## src/shared/qfs_regs.vh

```
// register indices, field layouts and reset values of the quad phase sequencer
`ifndef QFS_REGS_VH
`define QFS_REGS_VH

// register indices; byte address is four times the index
`define QFS_IDX_PCL        10'h082
`define QFS_IDX_UPPER      10'h08a
`define QFS_IDX_CTRL       10'h090
`define QFS_IDX_STAT       10'h091

// apb geometry
`define QFS_PADDR_W        12
`define QFS_DATA_W         32

// core register fields
`define QFS_PCL_W          8
`define QFS_UPPER_W        5
`define QFS_PC_W           13
`define QFS_PCL_RESET      8'h00
`define QFS_UPPER_RESET    5'h00
`define QFS_RESET_VECTOR   13'h0000
`define QFS_PC_STEP        13'h0001

// control register: bit 0 selects resistor-capacitor oscillator mode
`define QFS_CTRL_RC_BIT    0
`define QFS_CTRL_RESET     1'b0

// status register fields
`define QFS_STAT_PC_LSB    0
`define QFS_STAT_VALID_BIT 16
`define QFS_STAT_PH_LSB    20

// instruction word layout
`define QFS_INSTR_W        14
`define QFS_OP_MSB         13
`define QFS_OP_LSB         12
`define QFS_OP_JUMP        2'b10
`define QFS_JUMP_MSB       10
`define QFS_UPPER_JMP_MSB  4
`define QFS_UPPER_JMP_LSB  3
`define QFS_FILE_MSB       6
`define QFS_FILE_W         7

// file addresses of the core registers inside data space
`define QFS_FILE_PCL       7'h02
`define QFS_FILE_UPPER     7'h0a

// data memory
`define QFS_BANK_W         2
`define QFS_DADDR_W        9
`define QFS_BYTE_W         8

`endif

```

## src/qfs_sequencer.v

```verilog
// quad phase fetch/execute sequencer with apb access to the pc registers
//
// Implementation choice: the APB slave port.
`include "qfs_regs.vh"

// Overview of operation
// - clock divided by four into four successive non-overlapping phases per cycle
// - program counter steps once per instruction cycle, in phase one
// - program word read during fetch cycle, captured into holding register at phase four
// - fetch and execute overlap, one instruction per cycle throughput
// - fetched word shown to decoder in phase one, executed in phases two to four
// - data operand read in phase two, destination written in phase four
// - instructions that change the program counter take two cycles, others one
// - taken branch flushes the prefetched word as a no-op while target fetches
// - rc mode drives the rate output at a quarter of the input clock
// - pc low byte is a readable writable register, zero after any reset
// - upper pc write buffer holds five bits, top three read zero, reset zero
module qfs_sequencer (
   // clock and reset
   input  wire                         clock,
   input  wire                         rst_n,
   input  wire                         master_clear_n,
   // apb slave
   input  wire                         psel,
   input  wire                         penable,
   input  wire                         pwrite,
   input  wire [`QFS_PADDR_W-1:0]      paddr,
   input  wire [`QFS_DATA_W-1:0]       pwdata,
   output wire [`QFS_DATA_W-1:0]       prdata,
   output wire                         pready,
   output wire                         pslverr,
   // phase clocks and rate output
   output wire                         phase_one,
   output wire                         phase_two,
   output wire                         phase_three,
   output wire                         phase_four,
   output wire                         instr_rate_output,
   // program memory
   output wire [`QFS_PC_W-1:0]         prog_addr,
   output wire                         prog_rd_en,
   input  wire [`QFS_INSTR_W-1:0]      prog_data,
   // data memory
   output wire [`QFS_DADDR_W-1:0]      data_addr,
   output wire                         data_rd_en,
   input  wire [`QFS_BYTE_W-1:0]       data_rd_data,
   output wire                         data_wr_en,
   output wire [`QFS_BYTE_W-1:0]       data_wr_data,
   // execute unit
   output wire [`QFS_INSTR_W-1:0]      exec_instr,
   output wire                         exec_valid,
   output wire                         exec_decode,
   output wire [`QFS_BYTE_W-1:0]       exec_operand,
   input  wire [`QFS_BANK_W-1:0]       bank_sel,
   input  wire [`QFS_BYTE_W-1:0]       alu_result,
   input  wire                         alu_write
);

   localparam [3:0] PH_ONE   = 4'h1;
   localparam [3:0] PH_TWO   = 4'h2;
   localparam [3:0] PH_THREE = 4'h4;
   localparam [3:0] PH_FOUR  = 4'h8;

   reg  [3:0]                  phase_reg;
   reg  [3:0]                  phase_next;
   reg  [`QFS_PC_W-1:0]        pc_reg;
   reg  [`QFS_PC_W-1:0]        prog_addr_reg;
   reg                         prog_rd_en_reg;
   reg  [`QFS_INSTR_W-1:0]     ir_reg;
   reg                         ir_valid_reg;
   reg  [`QFS_UPPER_W-1:0]     upper_reg;
   reg                         pc_load_reg;
   reg  [`QFS_PC_W-1:0]        pc_load_val_reg;
   reg  [`QFS_DADDR_W-1:0]     data_addr_reg;
   reg                         data_rd_en_reg;
   reg                         data_wr_en_reg;
   reg  [`QFS_BYTE_W-1:0]      data_wr_data_reg;
   reg  [`QFS_BYTE_W-1:0]      operand_reg;
   reg                         rate_reg;
   reg                         rc_mode_reg;
   reg  [`QFS_DATA_W-1:0]      prdata_reg;
   reg                         pslverr_reg;
   reg  [`QFS_DATA_W-1:0]      rd_value;
   reg                         rate_next;
   reg  [`QFS_BYTE_W-1:0]      operand_next;

   wire                        core_rst;
   wire                        apb_setup;
   wire                        apb_write;
   wire [9:0]                  apb_idx;
   wire                        sel_pcl;
   wire                        sel_upper;
   wire                        sel_ctrl;
   wire                        sel_stat;
   wire                        mapped;
   wire [`QFS_FILE_W-1:0]      file_addr;
   wire                        file_is_pcl;
   wire                        file_is_upper;
   wire                        take_jump;
   wire                        redirect;
   wire [`QFS_PC_W-1:0]        jump_target;
   wire [`QFS_PC_W-1:0]        fetch_target;
   wire                        exec_write;
   wire                        core_file;

   // master clear shares the synchronous reset path
   assign core_rst = ~rst_n | ~master_clear_n;

   // phase rotation
   always @* begin
      case (phase_reg)
         PH_ONE:   phase_next = PH_TWO;
         PH_TWO:   phase_next = PH_THREE;
         PH_THREE: phase_next = PH_FOUR;
         PH_FOUR:  phase_next = PH_ONE;
         default:  phase_next = PH_ONE;
      endcase
   end

   assign phase_one   = phase_reg[0];
   assign phase_two   = phase_reg[1];
   assign phase_three = phase_reg[2];
   assign phase_four  = phase_reg[3];

   // apb decode; slave answers with zero wait states
   assign apb_setup = psel & ~penable;
   assign apb_write = psel & penable & pwrite;
   assign apb_idx   = paddr[`QFS_PADDR_W-1:2];
   assign sel_pcl   = (apb_idx == `QFS_IDX_PCL);
   assign sel_upper = (apb_idx == `QFS_IDX_UPPER);
   assign sel_ctrl  = (apb_idx == `QFS_IDX_CTRL);
   assign sel_stat  = (apb_idx == `QFS_IDX_STAT);
   assign mapped    = sel_pcl | sel_upper | sel_ctrl | sel_stat;
   assign pready    = 1'b1;
   assign prdata    = prdata_reg;
   assign pslverr   = pslverr_reg;

   always @* begin
      rd_value = {`QFS_DATA_W{1'b0}};
      if (sel_pcl) begin
         rd_value[`QFS_PCL_W-1:0] = pc_reg[`QFS_PCL_W-1:0];
      end else if (sel_upper) begin
         rd_value[`QFS_UPPER_W-1:0] = upper_reg;
      end else if (sel_ctrl) begin
         rd_value[`QFS_CTRL_RC_BIT] = rc_mode_reg;
      end else if (sel_stat) begin
         rd_value[`QFS_STAT_PC_LSB +: `QFS_PC_W] = pc_reg;
         rd_value[`QFS_STAT_VALID_BIT]          = ir_valid_reg;
         rd_value[`QFS_STAT_PH_LSB +: 4]        = phase_reg;
      end
   end

   // read data is latched in the setup cycle so it comes from a flop
   always @(posedge clock) begin
      if (!rst_n) begin
         prdata_reg <= {`QFS_DATA_W{1'b0}};
      end else if (apb_setup) begin
         prdata_reg <= pwrite ? {`QFS_DATA_W{1'b0}} : rd_value;
      end
   end

   // unmapped indices are refused; a write to them changes nothing
   always @(posedge clock) begin
      if (!rst_n) begin
         pslverr_reg <= 1'b0;
      end else if (apb_setup) begin
         pslverr_reg <= ~mapped;
      end
   end

   // oscillator mode survives master clear, only the bus reset clears it
   always @(posedge clock) begin
      if (!rst_n) begin
         rc_mode_reg <= `QFS_CTRL_RESET;
      end else if (apb_write & sel_ctrl) begin
         rc_mode_reg <= pwdata[`QFS_CTRL_RC_BIT];
      end
   end

   // execute-stage decode
   assign file_addr     = ir_reg[`QFS_FILE_MSB:0];
   assign file_is_pcl   = (file_addr == `QFS_FILE_PCL);
   assign file_is_upper = (file_addr == `QFS_FILE_UPPER);
   assign take_jump     = ir_valid_reg & (ir_reg[`QFS_OP_MSB:`QFS_OP_LSB] == `QFS_OP_JUMP);
   assign jump_target   = {upper_reg[`QFS_UPPER_JMP_MSB:`QFS_UPPER_JMP_LSB], ir_reg[`QFS_JUMP_MSB:0]};
   assign redirect      = take_jump | pc_load_reg;
   assign exec_write    = ir_valid_reg & alu_write;
   assign core_file     = file_is_pcl | file_is_upper;
   // a pending pc write wins over a jump in the same slot
   assign fetch_target  = pc_load_reg ? pc_load_val_reg : (take_jump ? jump_target : pc_reg);

   assign exec_decode = phase_reg[0] & ir_valid_reg;
   assign exec_instr  = ir_reg;
   assign exec_valid  = ir_valid_reg;
   assign exec_operand = operand_reg;
   assign prog_addr   = prog_addr_reg;
   assign prog_rd_en  = prog_rd_en_reg;
   assign data_addr   = data_addr_reg;
   assign data_rd_en  = data_rd_en_reg;
   assign data_wr_en  = data_wr_en_reg;
   assign data_wr_data = data_wr_data_reg;
   assign instr_rate_output = rate_reg;

   // phase ring
   always @(posedge clock) begin
      if (core_rst) begin
         phase_reg <= PH_ONE;
      end else begin
         phase_reg <= phase_next;
      end
   end

   // fetch strobe and rate output follow the next phase so they line up with it
   always @(posedge clock) begin
      if (core_rst) begin
         prog_rd_en_reg <= 1'b0;
         rate_reg       <= 1'b0;
      end else begin
         prog_rd_en_reg <= phase_next[3];
         rate_reg       <= rate_next;
      end
   end

   // high through phases three and four; a pulse only starts at phase three,
   // so a mode change never leaves a runt pulse on the pin
   always @* begin
      case (phase_next)
         PH_THREE: begin
            rate_next = rc_mode_reg;
         end
         PH_FOUR: begin
            rate_next = rate_reg;
         end
         default: begin
            rate_next = 1'b0;
         end
      endcase
   end

   // program counter and fetch address
   always @(posedge clock) begin
      if (core_rst) begin
         pc_reg        <= `QFS_RESET_VECTOR;
         prog_addr_reg <= `QFS_RESET_VECTOR;
      end else begin
         case (phase_reg)
            PH_ONE: begin
               pc_reg <= pc_reg + `QFS_PC_STEP;
            end
            PH_FOUR: begin
               prog_addr_reg <= fetch_target;
               pc_reg        <= fetch_target;
            end
            default: begin
               pc_reg <= pc_reg;
            end
         endcase
      end
   end

   // instruction holding register
   always @(posedge clock) begin
      if (core_rst) begin
         ir_reg       <= {`QFS_INSTR_W{1'b0}};
         ir_valid_reg <= 1'b0;
      end else if (phase_reg == PH_FOUR) begin
         ir_reg       <= prog_data;
         // the word just fetched is dropped when the pc is redirected
         ir_valid_reg <= ~redirect;
      end
   end

   // operand address and read strobe
   always @(posedge clock) begin
      if (core_rst) begin
         data_addr_reg  <= {`QFS_DADDR_W{1'b0}};
         data_rd_en_reg <= 1'b0;
      end else if (phase_reg == PH_ONE) begin
         data_addr_reg  <= {bank_sel, file_addr};
         data_rd_en_reg <= ir_valid_reg & ~core_file;
      end else begin
         data_rd_en_reg <= 1'b0;
      end
   end

   // core registers answer from inside, memory is not consulted
   always @* begin
      if (file_is_pcl) begin
         operand_next = pc_reg[`QFS_PCL_W-1:0];
      end else if (file_is_upper) begin
         operand_next = {{(`QFS_BYTE_W-`QFS_UPPER_W){1'b0}}, upper_reg};
      end else begin
         operand_next = data_rd_data;
      end
   end

   always @(posedge clock) begin
      if (core_rst) begin
         operand_reg <= {`QFS_BYTE_W{1'b0}};
      end else if (phase_reg == PH_TWO) begin
         operand_reg <= operand_next;
      end
   end

   // destination write, held through phase four only
   always @(posedge clock) begin
      if (core_rst) begin
         data_wr_en_reg   <= 1'b0;
         data_wr_data_reg <= {`QFS_BYTE_W{1'b0}};
      end else if (phase_reg == PH_THREE) begin
         data_wr_en_reg   <= exec_write & ~core_file;
         data_wr_data_reg <= alu_result;
      end else begin
         data_wr_en_reg   <= 1'b0;
      end
   end

   // software writes win over the data path and land at the next cycle boundary
   always @(posedge clock) begin
      if (core_rst) begin
         pc_load_reg     <= 1'b0;
         pc_load_val_reg <= `QFS_RESET_VECTOR;
      end else if (apb_write & sel_pcl) begin
         pc_load_reg     <= 1'b1;
         pc_load_val_reg <= {upper_reg, pwdata[`QFS_PCL_W-1:0]};
      end else if ((phase_reg == PH_THREE) & exec_write & file_is_pcl) begin
         pc_load_reg     <= 1'b1;
         pc_load_val_reg <= {upper_reg, alu_result};
      end else if (phase_reg == PH_FOUR) begin
         pc_load_reg     <= 1'b0;
      end
   end

   // upper bits buffer; a pc write copies it into the counter, a jump copies only its bits 4 and 3
   always @(posedge clock) begin
      if (core_rst) begin
         upper_reg <= `QFS_UPPER_RESET;
      end else if (apb_write & sel_upper) begin
         upper_reg <= pwdata[`QFS_UPPER_W-1:0];
      end else if ((phase_reg == PH_THREE) & exec_write & file_is_upper) begin
         upper_reg <= alu_result[`QFS_UPPER_W-1:0];
      end
   end

endmodule // qfs_sequencer

```

## config.mk

```make
export PLATFORM = sky130hd
export DESIGN_NAME = qfs_sequencer
export DESIGN_NICKNAME = d
export VERILOG_FILES = /design/src/qfs_sequencer.v
export VERILOG_INCLUDE_DIRS = /design/src /design/src/shared
export SDC_FILE = /design/constraint.sdc
export NUM_CORES = 1
export LEC_CHECK = 0
export BUFFER_PORTS_ARGS = -buffer_cell sky130_fd_sc_hd__buf_2
export CAP_MARGIN = 20
export CORE_MARGIN = 2
export CORE_UTILIZATION = 56
export CTS_BUF_LIST = sky130_fd_sc_hd__clkbuf_4
export DETAILED_ROUTE_END_ITERATION = 12
export GPL_TIMING_DRIVEN = 1
export PLACE_DENSITY = 0.95
export SYNTH_ARGS = -nofsm -noshare
export SYNTH_HDL_FRONTEND = slang
export SYNTH_SLANG_ARGS = --single-unit
```

## constraint.sdc

```tcl
create_clock -name clock -period 4.72 [get_ports clock]
set_input_delay 0.708 -clock clock [delete_from_list [all_inputs] [get_ports clock]]
set_output_delay 0.708 -clock clock [all_outputs]
set_load 0.05 [all_outputs]
```

==> qor.txt <==
Die Ht: 99.98 um
Final hold violations: 0
H-tree Lvls: 3
Synth Instances: 615
TritonCTS clock tree: done
Crit path capture type: flop
Critical path cell sequence: or4b_1, or4_1, a32oi_1, nor2_1
Hold Path Class: in2reg
Cts bufs inserted: 9
Grt ovf: 0
Vias: 5227
CP delay by family, top: simple AND/OR/NAND/NOR gates
Global-route wire length before repair: 23.35 mm
Wire per inst: 17.91 um
Comb pwr share: 8.4%
Crit path to: pc_reg[11]
Hold path depth: 3
Setup tns final: 0 ns
Initial antenna violation count: 0
Worst-Margin Slew: 0.8964 ns
Initial core utilization: 56.63%
Fmax: 416.0 MHz
Uppermost routed layer: met4
Final min period: 2.404 ns
Fraction of layout cells with a size suffix above 1: 23.61%
Reg2reg start: phase_reg[0]
Main flop type after synthesis: dfxtp_1
Site row count: 35
Register clock-pin slew on the reported worst setup and hold paths: 0.16 ns
Async S/R FF share, synth: 0%
Peak VDD IR: 0.1717 mV
FF-to-FF End: pc_reg[11]
Crit Path Class: reg2reg
Worst Path Buf+Inv: 0
Max_cap viols: 0
Root Buffer: clkbuf_4
Yosys cell types: 56
Startpoint types: flop
Num ports: 179
Outcome: finished, final reports clean
CP max FO: 14
Worst Skew: 0.01604 ns
YS warnings: 0
Post-DP HPWL: 10.49 mm
RSZ-0062 raised after global routing: no
Routed Antenna Nets: 0
Post-Route WL: 14.88 mm
Clock group share of total power: 33.0%
Worst Reg2Reg Path Length in Cells: 4
Reg-to-reg slack, setup: 2.32 ns
Vias in the first global route: 4793
Buffers from clock root to sink, at most: 2
DIE AREA: 9996 um^2
FILL cells: 728
Setup-failing EPs final: 0
Critical Path Max Stage Delay: 0.80 ns
CP max-delay cell: or4b_1
Sequential share of power: 58.6%
Origin of the worst setup path: phase_reg[0]
Die Width: 99.98 um
Vias per cell: 6.290
Core box area: 9109 um^2
Ant. Diodes: 0
Sw Ratio: 25.51%
Internal Power: 1.219 mW
Wire length on met1: 5.832 mm
Fin crit share: 50.93%
Met3 wire len: 1.360 mm
First-pass DRT Iterations: 8
Post-synthesis sequential area ratio: 43.46%
GPL Wtd Cong: 0.8988
Critical path arrival: 2.78 ns
Worst-skew pair later-pin latency: 0.47 ns
Met2 wire length: 7.147 mm
Net Switching: 0.4175 mW
CP required: 5.10 ns
Syn avg cell area: 8.388 um^2
Hold-fix buffer count after cts: 0
Resized Gates After CTS: 0
Area grow syn2layout: 15.67%
Mapped Area: 5159 um^2
Total power divided by cell area: 274.3 nW/um^2
Fin nets: 799
DRC: 0
EDFF count, synth: 0
Slew margin rel.: 39.78%
Max-slew violations: 0
Setup slack after layout: 2.316 ns
Max FFs per register: 18
Tot GR Track Use: 29.11%
Largest net degree at the start of global routing: 58
Setup WS pre-CTS: 1.878 ns
Iteration-0 DRC Markers: 490
Buffers on Ports: 137
Clock sink total: 112
Setup Buffers After CTS: 0
Levels on crit path: 4
Pleak: 2.431 nW
Seq cells post-synth: 112
[Yosys cell counts (all sizes together), types with 6 or more instances]
cell type / number / area, um^2
dfxtp: 112 / 2242
nand2: 103 / 386.6
a21oi: 57 / 285.3
clkbuf: 42 / 157.7
o21ai: 41 / 205.2
buf: 26 / 173.9
mux2i: 25 / 250.2
nand3: 25 / 125.1
a21o: 15 / 112.6
nor2: 15 / 56.30
nor2b: 15 / 93.84
a31oi: 13 / 81.33
a22oi: 11 / 82.58
nand4: 11 / 68.82
o211ai: 9 / 67.56
a32oi: 8 / 70.07
nor4b: 8 / 97.59
a21boi: 7 / 52.55
xnor2: 6 / 52.55
[kinds of logic after synthesis]
family / after synthesis / synth area share, %
adder cells (fa/ha/maj): 1 / 0.2425
buffers and inverters: 71 / 6.646
other: 2 / 0.1456
flip-flops: 112 / 43.46
AND/OR/NAND/NOR: 215 / 21.54
multiplexers: 27 / 5.287
XOR/XNOR: 7 / 1.188
AO/OA/AOI/OAI: 180 / 21.49
[cell usage in the layout, fill, tap and decap left out, types with 4 or more instances in the layout]
cell type	netlist	layout
a21boi_0	6	6
xnor2_1	6	6
a21oi_1	57	57
nor2_1	15	15
a32oi_1	8	8
o211ai_1	9	9
a21o_1	15	15
o21ai_0	41	41
a22oi_1	11	11
a211oi_1	4	4
mux2i_1	25	25
dfxtp_1	112	112
nand4_1	11	11
nor2b_1	15	15
nand3_1	25	25
nor3_1	4	4
a31oi_1	13	13
and2_1	5	5
clkbuf_4	0	11
and4_1	4	4
nor4b_1	5	4
buf_4	16	5
buf_2	7	137
nand2_1	103	102
and3_1	5	5
conb_1	2	15
[layer usage]
metal / GRT usage, % / up-vias
li1: - / 2379
met1: 37.04 / 2469
met2: 48.18 / 321
met3: 5.780 / 58
met4: 12.75 / 0
met5: 0 / -
[layout make-up]
cell class	count	area, um^2	share of cell area, %
flip-flops and latches	112	2242	37.58
well taps	111	138.9	2.328
inverters	3	11.26	0.1887
repair buffers	144	770.7	12.92
multi-input cells	445	2640	44.24
clock inverters	5	81.33	1.363
clock buffers	11	82.58	1.384
[per-stage QoR]
step	utilization [%]	instances	hold WS, ns	area (um^2)	power [mW]
finish	65.51	831	0.4525	5967	1.637
global route	65.51	831	0.4249	5967	1.685
CTS	64.99	829	0.4408	5919	1.627
detailed placement	63.19	813	0.4418	5756	1.108
global placement	63.19	813	0.4390	5756	1.103
floorplan	-	628	0.4349	5207	1.073
[power by group through the flow]
stage          registers, mW  logic [mW]  clock network (mW)
2_1_floorplan          0.983      0.0898                   0
3_3_place_gp           0.978       0.124                   0
3_5_place_dp           0.978       0.130                   0
4_1_cts                0.958       0.131               0.538
5_1_grt                0.960       0.147               0.578
6_report               0.959       0.137               0.540
[worst register-to-register path: cells and delay by family, from the launching register on]
| kind | cells | cell delay (ns) |
|---|---|---|
| simple gates | 3 | 1.47 |
| flops | 1 | 0.63 |
| compound gates | 1 | 0.22 |
[worst min-delay path by stage]
| stage | slack, ns | from | to |
|---|---|---|---|
| after detailed placement | 0.44 | prog_addr[6] | prog_addr[6] |
| final | 0.45 | prog_data[12] | exec_instr[12] |
| after CTS | 0.44 | prog_data[12] | exec_instr[12] |
| after floorplan | 0.43 | pc_load_val_reg[10] | pc_load_val_reg[10] |
| after global placement | 0.44 | exec_instr[11] | exec_instr[11] |
| after global routing | 0.42 | prog_data[12] | exec_instr[12] |
No activity file was read; power rests on OpenSTA's default activity.
